`src/verilog/tcs_pkg.sv`:
```
/*
 tcs_pkg: shared constants of the channel-select block.
 Assumes word-indexed registers, byte address = 4 * index.
*/
package tcs_pkg;
   // register indices
   localparam logic [7:0] IDX_PEND = 8'h00;
   localparam logic [7:0] IDX_FSTAT = 8'h20;
   localparam logic [7:0] IDX_FTRIG = 8'h29;
   localparam logic [7:0] IDX_CHAN = 8'h30;
   localparam logic [7:0] IDX_RSTEN = 8'h32;
   localparam logic [7:0] IDX_CFG = 8'h33;
   localparam logic [7:0] IDX_GRID = 8'h34;
   localparam logic [7:0] IDX_FCH1 = 8'h35;
   localparam logic [7:0] IDX_FCH2 = 8'h36;
   localparam logic [7:0] IDX_FINE = 8'h62;
   localparam logic [7:0] IDX_RESP = 8'h40;
   localparam logic [7:0] IDX_RDATA = 8'h41;
   localparam logic [7:0] IDX_NVSAVE = 8'h42;
   localparam int unsigned ADDR_LSB = 2;
   // field masks
   localparam logic [15:0] CFG_REQ_ERR = 16'h0001;
   localparam logic [15:0] CFG_FDIS = 16'h0002;
   localparam logic [15:0] RSTEN_SWEN = 16'h0008;
   localparam int unsigned FSTAT_HWEN_BIT = 12;
   localparam int unsigned FLT_W = 4;
   localparam int unsigned PEND_BIT = 8;
   localparam logic [15:0] PEND_ID = 16'h0100;
   // reset values
   localparam logic [15:0] FTRIG_RST = 16'h000f;
   localparam logic [15:0] CFG_RST = 16'h0003;
   localparam logic [15:0] REG_RST = 16'h0000;
   // response status and error codes
   localparam logic [1:0] ST_OK = 2'h0;
   localparam logic [1:0] ST_ERR = 2'h1;
   localparam logic [1:0] ST_PND = 2'h3;
   localparam logic [3:0] ERR_OK = 4'h0;
   localparam logic [3:0] ERR_RO = 4'h1;
   localparam logic [3:0] ERR_RNG = 4'h2;
   localparam logic [3:0] ERR_BUSY = 4'h3;
   localparam logic [3:0] ERR_VND = 4'h4;
   localparam logic [3:0] ERR_FAIL = 4'h8;
   // frequency scaling, result in MHz
   localparam int unsigned FREQ_W = 40;
   localparam logic signed [39:0] MHZ_GRID = 40'sd100;
   localparam logic signed [39:0] MHZ_FCH1 = 40'sd1000000;
   localparam logic signed [39:0] MHZ_FCH2 = 40'sd100;
   // timing
   localparam int unsigned CLK_PERIOD_PS = 4000;
   localparam int unsigned DARK_NS = 1000;
   localparam int unsigned DARK_CYC =
      (DARK_NS * 1000 + CLK_PERIOD_PS - 1) / CLK_PERIOD_PS;
   localparam int unsigned TUNE_TIMEOUT_US = 10000;
   localparam int unsigned TUNE_TIMEOUT_CYC =
      TUNE_TIMEOUT_US * 1000 / (CLK_PERIOD_PS / 1000);
endpackage : tcs_pkg

```
`src/verilog/tcs_tune_if.sv`:
```
/*
 tcs_tune_if: carries a tuning request from the register bank to the
 tuning sequencer and its outcome back. Single clock domain.
*/
`timescale 1ns/10ps
`default_nettype none
interface tcs_tune_if;
   logic start;
   logic [15:0] chan;
   logic [15:0] grid;
   logic [15:0] fch1;
   logic [15:0] fch2;
   logic [15:0] fine;
   logic busy;
   logic done;
   logic fail;
   logic go;
   logic [tcs_pkg::FREQ_W-1:0] freq;
   modport bank (output start, chan, grid, fch1, fch2, fine,
                 input busy, done, fail, go, freq);
   modport seq (input start, chan, grid, fch1, fch2, fine,
                output busy, done, fail, go, freq);
endinterface : tcs_tune_if
`default_nettype wire

```
`src/verilog/tcs_tuner.sv`:
```
/*
 tcs_tuner: tuning sequencer. Holds the laser dark, then asks the
 laser to tune and waits for lock, failure or timeout.
 Assumes lock and fail come from outside the clock domain.
*/
`timescale 1ns/10ps
`default_nettype none
module tcs_tuner #(
   parameter int unsigned TIMEOUT_CYC = tcs_pkg::TUNE_TIMEOUT_CYC
) (
   // clock and reset
   input wire logic hclk,
   input wire logic hresetn,
   // request and outcome
   tcs_tune_if.seq tn,
   // laser tuning feedback pins
   input wire logic lock_pin,
   input wire logic fail_pin
);
   typedef enum logic [1:0] {T_IDLE, T_DARK, T_WAIT} tcs_tstate_t;
   typedef struct packed {
      tcs_tstate_t st;
      logic [31:0] cnt;
      logic lk1, lk2, fl1, fl2;
      logic busy, done, fail, go;
      logic [tcs_pkg::FREQ_W-1:0] freq;
   } tcs_tun_t;
   tcs_tun_t s, n;

   function automatic logic [39:0] f_freq(input logic [15:0] ch,
      input logic [15:0] g, input logic [15:0] f1,
      input logic [15:0] f2, input logic [15:0] ft);
      logic signed [39:0] d;
      d = $signed({24'h0, ch}) - 40'sd1;
      f_freq = 40'(d * $signed({{24{g[15]}}, g}) * tcs_pkg::MHZ_GRID
         + $signed({24'h0, f1}) * tcs_pkg::MHZ_FCH1
         + $signed({24'h0, f2}) * tcs_pkg::MHZ_FCH2
         + $signed({{24{ft[15]}}, ft}));
   endfunction : f_freq

   // sequencer next state
   always_comb begin
      n = s;
      n.lk1 = lock_pin;
      n.lk2 = s.lk1;
      n.fl1 = fail_pin;
      n.fl2 = s.fl1;
      n.done = 1'b0;
      case (s.st)
         T_IDLE: begin
            if (tn.start) begin
               n.freq = f_freq(tn.chan, tn.grid, tn.fch1, tn.fch2, tn.fine);
               n.cnt = 32'h0;
               n.busy = 1'b1;
               n.fail = 1'b0;
               n.st = T_DARK;
            end
         end
         T_DARK: begin
            n.cnt = s.cnt + 32'h1;
            if (s.cnt >= 32'(tcs_pkg::DARK_CYC - 1)) begin
               n.cnt = 32'h0;
               n.go = 1'b1;
               n.st = T_WAIT;
            end
         end
         T_WAIT: begin
            n.cnt = s.cnt + 32'h1;
            // timeout counts as a tuning failure
            if (s.lk2 | s.fl2 | (s.cnt >= 32'(TIMEOUT_CYC - 1))) begin
               n.fail = ~s.lk2;
               n.done = 1'b1;
               n.busy = 1'b0;
               n.go = 1'b0;
               n.st = T_IDLE;
            end
         end
         default: n.st = T_IDLE;
      endcase
   end

   // state register
   always_ff @(posedge hclk or negedge hresetn) begin
      if (!hresetn) begin
         s <= '0;
      end else begin
         s <= n;
      end
   end

   assign tn.busy = s.busy;
   assign tn.done = s.done;
   assign tn.fail = s.fail;
   assign tn.go = s.go;
   assign tn.freq = s.freq;
endmodule : tcs_tuner
`default_nettype wire

```
`src/verilog/tcs_chan_sel.sv`:
```
/*
 tcs_chan_sel: channel-select register bank and output gating of a
 tunable transmitter, reached as an AHB-Lite slave.
 Assumes one clock, one master, word accesses only.
*/
// What this block does
// - channel held as 16-bit unsigned; read answers OK, no side effect
// - good channel write starts tuning, answers pending status with pending id
// - channel write is pending, response flagged command-pending
// - failed access answers execution error, data 0, error code set
// - channel zero is undefined and refused
// - invalid channel write keeps old value, signals execution error
// - channel outside configured range signals execution error
// - errors other than tuning failure leave channel unchanged
// - frequency = (ch-1)*grid + first channel freq + fine tune
// - grid spacing sign sets frequency direction
// - enabled output goes dark, then returns on new channel
// - write accepted when disabled; output stays off till enabled
// - pin rising alone never re-enables; software must set enable
// - output off on triggered fatal with fatal-disable, or enables low
// - fatal-disable enable is config register bit 0x0002
// - software enable is reset/enable register bit 0x0008
// - hardware enable pin shows at fatal status bit 0x1000
// - tuning failure leaves the output off
// - channel default loads from storage; saved on request
// - pending bit clears when tuning ends; host polls it
// - failed pending tuning reports error code 0x8
// - service request goes low when pending op fails
// - set trigger bits let matching status bits raise fatal
`timescale 1ns/10ps
`default_nettype none
module tcs_chan_sel #(
   parameter logic [15:0] CHAN_MIN = 16'h0001,
   parameter logic [15:0] CHAN_MAX = 16'hffff,
   parameter int unsigned TIMEOUT_CYC = tcs_pkg::TUNE_TIMEOUT_CYC
) (
   // clock and reset
   input wire logic hclk,
   input wire logic hresetn,
   // ahb-lite slave
   input wire logic hsel,
   input wire logic [31:0] haddr,
   input wire logic [1:0] htrans,
   input wire logic hwrite,
   input wire logic [2:0] hsize,
   input wire logic [31:0] hwdata,
   input wire logic hready,
   output logic hreadyout,
   output logic [31:0] hrdata,
   output logic hresp,
   // pins
   input wire logic hw_output_enable_pin,
   input wire logic [tcs_pkg::FLT_W-1:0] fault_pin,
   input wire logic tune_lock_pin,
   input wire logic tune_fail_pin,
   output logic service_request_line_n,
   // laser control
   output logic laser_enable,
   output logic tune_go,
   output logic [tcs_pkg::FREQ_W-1:0] target_freq,
   // non-volatile storage
   input wire logic [15:0] nv_chan_default,
   output logic nv_save,
   output logic [15:0] nv_chan
);
   typedef struct packed {
      logic rdy;
      logic [31:0] rdata;
      logic wr_pend;
      logic [7:0] wr_idx;
      logic loaded;
      logic [15:0] chan;
      logic [15:0] grid;
      logic [15:0] fch1;
      logic [15:0] fch2;
      logic [15:0] fine;
      logic [15:0] rsten;
      logic [15:0] cfg;
      logic [15:0] ftrig;
      logic [tcs_pkg::FLT_W-1:0] flt_lat;
      logic [tcs_pkg::FLT_W-1:0] flt1, flt2;
      logic en1, en2, en_prev;
      logic pend;
      logic [3:0] err;
      logic sreq_n;
      logic tuned;
      logic laser;
      logic start;
      logic [1:0] resp_st;
      logic [3:0] resp_err;
      logic [15:0] resp_data;
      logic nv_save;
      logic [15:0] nv_chan;
   } tcs_st_t;

   tcs_st_t s, n;
   tcs_tune_if tn ();

   // fatal status with the pin at its bit
   function automatic logic [15:0] f_fstat(input tcs_st_t st);
      f_fstat = 16'h0000;
      f_fstat[tcs_pkg::FLT_W-1:0] = st.flt_lat;
      f_fstat[tcs_pkg::FSTAT_HWEN_BIT] = st.en2;
   endfunction : f_fstat

   // register read view
   function automatic logic [15:0] f_rd(input logic [7:0] idx,
      input tcs_st_t st);
      case (idx)
         tcs_pkg::IDX_PEND: f_rd = ({15'h0, st.pend} << tcs_pkg::PEND_BIT)
            | {12'h0, st.err};
         tcs_pkg::IDX_FSTAT: f_rd = f_fstat(st);
         tcs_pkg::IDX_FTRIG: f_rd = st.ftrig;
         tcs_pkg::IDX_CHAN: f_rd = st.chan;
         tcs_pkg::IDX_RSTEN: f_rd = st.rsten;
         tcs_pkg::IDX_CFG: f_rd = st.cfg;
         tcs_pkg::IDX_GRID: f_rd = st.grid;
         tcs_pkg::IDX_FCH1: f_rd = st.fch1;
         tcs_pkg::IDX_FCH2: f_rd = st.fch2;
         tcs_pkg::IDX_FINE: f_rd = st.fine;
         tcs_pkg::IDX_RESP: f_rd = {10'h0, st.resp_err, st.resp_st};
         tcs_pkg::IDX_RDATA: f_rd = st.resp_data;
         default: f_rd = 16'h0000;
      endcase
   endfunction : f_rd

   // register map membership
   function automatic logic f_mapped(input logic [7:0] idx);
      case (idx)
         tcs_pkg::IDX_PEND, tcs_pkg::IDX_FSTAT, tcs_pkg::IDX_FTRIG,
         tcs_pkg::IDX_CHAN, tcs_pkg::IDX_RSTEN, tcs_pkg::IDX_CFG,
         tcs_pkg::IDX_GRID, tcs_pkg::IDX_FCH1, tcs_pkg::IDX_FCH2,
         tcs_pkg::IDX_FINE, tcs_pkg::IDX_RESP, tcs_pkg::IDX_RDATA,
         tcs_pkg::IDX_NVSAVE: f_mapped = 1'b1;
         default: f_mapped = 1'b0;
      endcase
   endfunction : f_mapped

   // tuning sequencer
   tcs_tuner #(
      .TIMEOUT_CYC(TIMEOUT_CYC)
   ) u_tuner (
      .hclk(hclk),
      .hresetn(hresetn),
      .tn(tn.seq),
      .lock_pin(tune_lock_pin),
      .fail_pin(tune_fail_pin)
   );

   assign tn.start = s.start;
   assign tn.chan = s.chan;
   assign tn.grid = s.grid;
   assign tn.fch1 = s.fch1;
   assign tn.fch2 = s.fch2;
   assign tn.fine = s.fine;

   // next state of the whole bank
   always_comb begin
      logic acc;
      logic [7:0] idx;
      logic [15:0] w;
      logic [15:0] rv;
      logic upd;
      logic [1:0] rst;
      logic [3:0] rerr;
      logic [15:0] rdat;
      logic fatal;
      logic off;
      acc = 1'b0;
      idx = 8'h00;
      w = 16'h0000;
      rv = 16'h0000;
      upd = 1'b0;
      rst = tcs_pkg::ST_OK;
      rerr = tcs_pkg::ERR_OK;
      rdat = 16'h0000;
      fatal = 1'b0;
      off = 1'b0;
      n = s;
      n.start = 1'b0;
      n.nv_save = 1'b0;
      // pins pass two flops before use
      n.en1 = hw_output_enable_pin;
      n.en2 = s.en1;
      n.en_prev = s.en2;
      n.flt1 = fault_pin;
      n.flt2 = s.flt1;
      // channel default taken once after reset release
      if (!s.loaded) begin
         n.chan = nv_chan_default;
         n.loaded = 1'b1;
      end
      // pin falling drops the software enable
      if (s.en_prev & ~s.en2) begin
         n.rsten = s.rsten & ~tcs_pkg::RSTEN_SWEN;
      end
      // write data phase: one wait state so a read sees the update
      if (s.wr_pend) begin
         n.rdy = 1'b1;
         n.wr_pend = 1'b0;
         w = hwdata[15:0];
         upd = 1'b1;
         rdat = w;
         case (s.wr_idx)
            tcs_pkg::IDX_CHAN: begin
               // refused writes leave channel as it is
               if (s.pend | tn.busy) begin
                  rst = tcs_pkg::ST_ERR;
                  rerr = tcs_pkg::ERR_BUSY;
                  rdat = 16'h0000;
               // zero or out of range refused
               end else if ((w == 16'h0000) | (w < CHAN_MIN)
                            | (w > CHAN_MAX)) begin
                  rst = tcs_pkg::ST_ERR;
                  rerr = tcs_pkg::ERR_RNG;
                  rdat = 16'h0000;
               end else begin
                  n.chan = w;
                  n.start = 1'b1;
                  n.pend = 1'b1;
                  n.err = tcs_pkg::ERR_OK;
                  n.sreq_n = 1'b1;
                  n.tuned = 1'b0;
                  rst = tcs_pkg::ST_PND;
                  rdat = tcs_pkg::PEND_ID;
               end
            end
            // latched faults clear by writing ones
            tcs_pkg::IDX_FSTAT:
               n.flt_lat = s.flt_lat & ~w[tcs_pkg::FLT_W-1:0];
            tcs_pkg::IDX_FTRIG: n.ftrig = w;
            tcs_pkg::IDX_RSTEN: n.rsten = w;
            tcs_pkg::IDX_CFG: n.cfg = w;
            tcs_pkg::IDX_GRID: n.grid = w;
            tcs_pkg::IDX_FCH1: n.fch1 = w;
            tcs_pkg::IDX_FCH2: n.fch2 = w;
            tcs_pkg::IDX_FINE: n.fine = w;
            // save current channel as the stored default
            tcs_pkg::IDX_NVSAVE: begin
               n.nv_save = 1'b1;
               n.nv_chan = s.chan;
            end
            tcs_pkg::IDX_PEND, tcs_pkg::IDX_RESP, tcs_pkg::IDX_RDATA: begin
               rst = tcs_pkg::ST_ERR;
               rerr = tcs_pkg::ERR_RO;
               rdat = 16'h0000;
            end
            default: begin
               rst = tcs_pkg::ST_ERR;
               rerr = tcs_pkg::ERR_VND;
               rdat = 16'h0000;
            end
         endcase
      end else begin
         acc = hsel & htrans[1] & hready & s.rdy;
         idx = haddr[tcs_pkg::ADDR_LSB+7:tcs_pkg::ADDR_LSB];
         if (acc & hwrite) begin
            n.rdy = 1'b0;
            n.wr_pend = 1'b1;
            n.wr_idx = idx;
         end else if (acc) begin
            // mapped reads answer OK, unmapped ones a vendor error; only a pending read changes more
            rv = f_rd(idx, s);
            n.rdata = {16'h0000, rv};
            upd = (idx != tcs_pkg::IDX_RESP) & (idx != tcs_pkg::IDX_RDATA);
            rdat = rv;
            if (!f_mapped(idx)) begin
               rst = tcs_pkg::ST_ERR;
               rerr = tcs_pkg::ERR_VND;
               rdat = 16'h0000;
            end
            // polling the pending register acknowledges the request
            if (idx == tcs_pkg::IDX_PEND) begin
               n.sreq_n = 1'b1;
            end
         end
      end
      if (upd) begin
         n.resp_st = rst;
         n.resp_err = rerr;
         n.resp_data = rdat;
      end
      // pending ends with the recorded outcome
      if (tn.done) begin
         n.pend = 1'b0;
         if (tn.fail) begin
            // failure code kept for later polls
            n.err = tcs_pkg::ERR_FAIL;
            // output stays dark after a failure
            n.tuned = 1'b0;
            // service request on failed pending op
            if ((s.cfg & tcs_pkg::CFG_REQ_ERR) != 16'h0000) begin
               n.sreq_n = 1'b0;
            end
         end else begin
            n.tuned = 1'b1;
         end
      end
      // fault set wins over a clear in the same cycle
      n.flt_lat = n.flt_lat | s.flt2;
      // only triggered status bits raise fatal
      fatal = (f_fstat(s) & s.ftrig) != 16'h0000;
      off = (fatal & ((s.cfg & tcs_pkg::CFG_FDIS) != 16'h0000))
         | ((s.rsten & tcs_pkg::RSTEN_SWEN) == 16'h0000)
         | ~s.en2;
      // dark while tuning, lit once locked
      n.laser = ~off & s.tuned & ~tn.busy & ~s.pend;
   end

   // state register
   always_ff @(posedge hclk or negedge hresetn) begin
      if (!hresetn) begin
         s <= '0;
         s.rdy <= 1'b1;
         s.sreq_n <= 1'b1;
         s.ftrig <= tcs_pkg::FTRIG_RST;
         s.cfg <= tcs_pkg::CFG_RST;
         s.rsten <= tcs_pkg::REG_RST;
      end else begin
         s <= n;
      end
   end

   // outputs straight from flops; hresp tied low
   assign hreadyout = s.rdy;
   assign hrdata = s.rdata;
   assign hresp = 1'b0;
   assign service_request_line_n = s.sreq_n;
   assign laser_enable = s.laser;
   assign tune_go = tn.go;
   assign target_freq = tn.freq;
   assign nv_save = s.nv_save;
   assign nv_chan = s.nv_chan;
endmodule : tcs_chan_sel
`default_nettype wire

```
`config.mk`:
```
export PLATFORM = sky130hd
export DESIGN_NAME = tcs_chan_sel
export DESIGN_NICKNAME = d
export VERILOG_FILES = /design/src/verilog/tcs_pkg.sv /design/src/verilog/tcs_tune_if.sv /design/src/verilog/tcs_tuner.sv /design/src/verilog/tcs_chan_sel.sv
export SDC_FILE = /design/constraint.sdc
export NUM_CORES = 2
export LEC_CHECK = 0
export ABC_AREA = 1
export BUFFER_PORTS_ARGS = -buffer_cell sky130_fd_sc_hd__buf_2
export CORE_MARGIN = 4
export CORE_UTILIZATION = 55
export CTS_CLUSTER_DIAMETER = 200
export DETAILED_ROUTE_END_ITERATION = 8
export PLACE_DENSITY = 0.76
export SLEW_MARGIN = 0
export SYNTH_ARGS = -nofsm -noshare
export SYNTH_HDL_FRONTEND = slang
export SYNTH_SLANG_ARGS = --single-unit
```
`constraint.sdc`:
```
create_clock -name hclk -period 10.3 [get_ports hclk]
set_clock_uncertainty 0.1 [all_clocks]
set_input_delay 0.515 -clock hclk [delete_from_list [all_inputs] [get_ports hclk]]
set_output_delay 0.515 -clock hclk [all_outputs]
set_load 0.05 [all_outputs]
```
Word-level counts from Yosys, hierarchy flattened

Index checks and enable logic that the tools add are counted.

$lt $le $gt $ge: 4
Muxes and demuxes: 79
Equality and inequality tests: 33
$add $sub $neg: 5
Bitwise operators: 29
Reduce and logical (&&, ||, !) cells: 30
$mul: 4

Operators with widths:

| operator                 | count |
|---|---|
| $mux W16                 | 16 |
| $pmux W16 S12            | 1 |
| $mux W132                | 1 |
| $eq A8 B6 Y1 const B     | 16 |
| $pmux W32 S3             | 1 |
| $add A40 B40 Y40         | 2 |
| $mux W34                 | 2 |
| $eq A8 B7 Y1 const B     | 8 |
| $add A40 B16 Y40         | 1 |
| $mul A40 B6 Y38 const B  | 1 |
| $mux W17                 | 2 |
| $mul A17 B16 Y33         | 1 |
| $add A32 B1 Y32 const B  | 1 |
| $ge A32 B22 Y1 const B   | 1 |
| $ge A32 B8 Y1 const B    | 1 |
| $logic_not A16 Y1        | 2 |
| $pmux W16 S2             | 1 |
| $mul A16 B14 Y30 const B | 1 |
| $mux W1                  | 28 |
| $mux W7                  | 4 |
| $mul A16 B5 Y21 const B  | 1 |
| $reduce_and A2 Y1        | 10 |
| $mux W9                  | 2 |
| $sub A16 B1 Y17 const B  | 1 |
| 33 further kinds         | 79 |

Logic and storage cells: 225
Output and inout bits: 94
Register bits after elaboration: 300

Logic depth before layout (Yosys ltp)

Word-level depth: 10
Gate-level depth with buffers: 67
Gate-level depth less buffers: 66

Hierarchy

From an unflattened synthesis, not the netlist that was laid out.

Cells, all modules: 4831
Area, all modules: 38214.2 um^2

Modules (own cells, without submodules):

| module       | area each (um^2) | cells an instance | times used |
|---|---|---|---|
| tcs_tuner    | 27675.3          | 3558              | 1 |
| tcs_chan_sel | 10538.9          | 1273              | 1 |

Worst setup path before layout

Ideal clock, no wire load.

Kind: reg-to-reg
From: register s (netlist bit tn.chan[0])
To: register u_tuner.s (netlist bit u_tuner.tn.freq[39])
Library setup time: 66 ps
Arrival time: 10860 ps
Stages on the path, launching flop included: 56
Buffers on the path: 1
Clock period less this slack: 11025 ps
Slack: -725 ps
Data required time: 10134 ps
Path through: dfrtp_1 -> inv_2 -> ha_1 -> nand2_1 -> nor2_1 -> inv_1 -> nor2_1 -> nand4_1 -> nor3_1 -> nand4_1 -> buf_2 -> nor2_1 -> fa_1 -> inv_1 -> fa_1 -> inv_1 -> fa_1 -> fa_1 -> [... 20 more ...] -> and2_1 -> nand2_1 -> a31o_2 -> a21oi_1 -> xnor2_1 -> fa_1 -> ha_1 -> ha_1 -> nand2_1 -> nor3_1 -> inv_1 -> nor3_1 -> nand3_1 -> nand3_1 -> inv_1 -> nand3_1 -> nand3_1 -> nand2_1

Word-level cells in the longest chain between the ends: 6

RTL lines:

| what                   | RTL line            | RTL |
|---|---|---|
| from (decl)            | tcs_chan_sel.sv:96  | `tcs_st_t s, n;` |
| from (signal assigned) | tcs_chan_sel.sv:320 | `s <= n;` |
| $sub A16 B1 Y17        | tcs_tuner.sv:34     | `d = $signed({24'h0, ch}) - 40'sd1;` |
| $mul A17 B16 Y33       | tcs_tuner.sv:35     | `f_freq = 40'(d * $signed({{24{g[15]}}, g}) * tcs_pkg::MHZ_GRID` |
| $mul A40 B6 Y38        | tcs_tuner.sv:35     |  |
| $add A40 B40 Y40       | tcs_tuner.sv:36     | `+ $signed({24'h0, f1}) * tcs_pkg::MHZ_FCH1` |
| $add A40 B40 Y40       | tcs_tuner.sv:37     | `+ $signed({24'h0, f2}) * tcs_pkg::MHZ_FCH2` |
| $add A40 B16 Y40       | tcs_tuner.sv:38     | `+ $signed({{24{ft[15]}}, ft}));` |
| to (signal assigned)   | tcs_tuner.sv:87     | `s <= n;` |
| to (decl)              | tcs_tuner.sv:28     | `tcs_tun_t s, n;` |

Every way passes these cells.
A chain may end at the register's enable or synchronous reset.

Final worst setup path

Ends and elaborated chain as after synthesis.

==> out/summary.txt <==
post-synthesis xor/xnor area fraction: 3.265%
CP top delay family: adder cells
wire per inst: 19.50 µm
synthesized flop and latch total: 299
Async SR Flop Fraction: 100.0%
post-synthesis cell count: 4790
hold crit path type: in2reg
top_reg_cell synth: dfrtp_1
Adder-Cell Fraction of Synth Area: 35.81%
hpwl dp: 90810 µm
Slowest-stage cell, CP: fa_1
GPL Wtd Cong: 0.9906
Setup CP Type: reg2reg
Clock transition at path regs: 0.06 ns
nets: 6324
final hold slack: 0.1098 ns
Worst EP arrival: 11.75 ns
width of the die: 270.0 µm
area of the core: 67630 µm²
dpl ws: -1.112 ns
Post-Place Cell Area: 42820 µm²
Detailed Routing Iterations Pass 1: 8
antenna violations before repair: 1
pin count of the biggest net entering global routing: 113
worst-path fanout max: 6
Post-Route Utilization: 71.51%
Max Slew Vio Count: 0
Synth Area per Inst: 7.880 µm²
mux contribution to synthesized area: 0.02652%
# setup viols final: 17
vias per inst: 5.569
yosys warns: 0
CTS tree: done
Antenna Nets Post-Route: 0
RSZ-0062 raised after global routing: true
starting DRC count in detailed routing: 3500
latest clock arrival within the worst-skew pair: 0.58 ns
Final period util: 110.8%
GR Overflow Total: 0
Commonest cells post-synth: 1029 x inv_1, 896 x nand2_1, 422 x fa_1
violated checks: negative setup slack
top cells by area, synth: fa_1 22%, dfrtp_1 19%, ha_1 13%
Root Driver: clkbuf_16
layout cells sized above 1: 26.74%
Fmax achieved: 0.08764 GHz
# IOs: 191
Cell Area, Synth: 37740 µm²
deepest clock path buffer count: 3
CP endpoint kind: flip-flop
largest family of logic cells by synthesized area: adder cells
drt drc: 0
status: complete, but fails checks
Critical Path Max Stage Delay: 0.53 ns
final instance area: 48360 µm²
final WL: 122800 µm
Slew headroom: 17.48%
fin worst setup slack: -1.110 ns
Die H: 270.0 µm
crit-path most repeated cell: inv_2
clk sinks: 299
Hold Vio Cnt, Final: 0
number of global-route vias before repair: 35210
top-area cell type share of the netlist area: 22.38%
number of diodes: 0
GRT Resource Usage Total: 31.44%
Worst EP required: 10.64 ns
via count: 35060
Initial Util: 55.81%
register area share after synthesis: 19.85%
cts bufs inserted: 35
most frequent cell after synthesis: inv_1
Setup crit start kind: flip-flop
H-tree depth: 2
Worst-Margin Slew: 1.234 ns
post-synthesis compound-gate area fraction: 9.636%
synthesis-to-finish area growth: 28.13%
min Tclk post-route: 11.41 ns
max_cap viols: 0
CP bufs+invs: 18
PortBufs: 129
row count: 95
global-route wire length before repair: 185100 µm
simple-gate share of the synthesized area: 18.14%
EDFF count, synth: 0
total die area: 72880 µm²
Unique masters post-synth: 62
post-synth top area cell: fa_1
path summary, 6_finish.rpt:
kind	start	to	slack, ns	cells after the start
min in group asynchronous	hresetn	u_tuner.s[52]	0.55	2
max in group asynchronous	hresetn	nv_chan[13]	7.31	4
setup / recovery	tn.chan[0]	u_tuner.tn.freq[39]	-1.11	60
setup reg to reg	tn.chan[0]	u_tuner.tn.freq[39]	-1.11	60
hold / removal	nv_chan_default[12]	tn.chan[12]	0.11	3
hold reg to reg	n[54]	s[54]	0.24	0
state kept, by name, indices dropped and copies added, names as in the netlist, 2 cells and up:
register / count
hrdata: 16
n: 6
nv_chan: 16
s: 94
tn.chan: 16
tn.fch1: 16
tn.fch2: 16
tn.fine: 16
tn.grid: 16
u_tuner.n: 2
u_tuner.s: 36
u_tuner.tn.freq: 40
cell families after synthesis:
family          count (synthesis)
simple gates                 1651
buf+inv                      1228
fa+ha+maj                     827
compound gates                643
flops                         299
xor+xnor                      139
other cells                     2
mux                             1
tightest hold or removal path, stage by stage:
cell and delay (ns):
buf_2 0.08, o211ai_1 0.07, o21ai_0 0.07
layout by cell type, fill, tap and decap left out, drive strengths merged, types with 3 or more instances in the layout:
cell | Yosys | routed
a21o | 15 | 15
a31oi | 38 | 38
nand3 | 161 | 161
buf | 118 | 732
o21bai | 20 | 20
o2111ai | 3 | 3
o22ai | 60 | 60
conb | 2 | 18
a21oi | 168 | 168
a21boi | 9 | 9
or2 | 8 | 8
nor4 | 17 | 17
xor2 | 95 | 95
clkbuf | 65 | 52
fa | 422 | 422
nand4 | 45 | 45
nand2 | 909 | 909
dfrtp | 291 | 291
dfstp | 8 | 8
ha | 405 | 405
nand3b | 10 | 10
nor3 | 58 | 58
clkinv | 7 | 8
xnor2 | 44 | 44
a211oi | 3 | 3
dlygate4sd3 | 0 | 8
o21a | 18 | 18
o211ai | 17 | 17
nor2 | 439 | 439
o21ai | 282 | 282
inv | 1038 | 1041
a221oi | 4 | 4
timing repair:
action                     4_1_cts  5_1_grt
pin swaps                      222      168
hold buffers                     8        0
cloned                           1        0
hold endpoints to repair       109        0
buffers inserted                70       47
gates resized for setup        445      356
setup endpoints to repair       23       25
final cells by class:
| type | count | area [µm²] |
|---|---|---|
| Sequential cell | 299 | 7492 |
| Clock buffer | 52 | 1010 |
| Multi-Input combinational cell | 3279 | 29070 |
| Clock inverter | 8 | 140.1 |
| Timing Repair Buffer | 740 | 5613 |
| Inverter | 1045 | 3950 |
| Fill cell | 4916 | 19270 |
| Tap cell | 873 | 1092 |
metrics by stage:
stage               setup TNS [ns]  cells
floorplan                 -0.03203   4806
global placement            -12.51   6114
detailed placement          -17.13   6114
CTS                         -4.671   6250
global route                -19.45   6296
finish                      -12.34   6296
metal layers:
| layer | vias up | wire length, µm | global-route usage, % |
|---|---|---|---|
| met5 | - | 0 | 0 |
| met4 | 0 | 7622 | 14.59 |
| met3 | 448 | 9902 | 5.259 |
| met2 | 1649 | 58070 | 52.10 |
| met1 | 16950 | 47200 | 40.53 |
| li1 | 16010 | - | - |
Power is left out: the tool's default activity adds up to more than one toggle a clock period on the data nets, which glitch-free logic cannot reach.
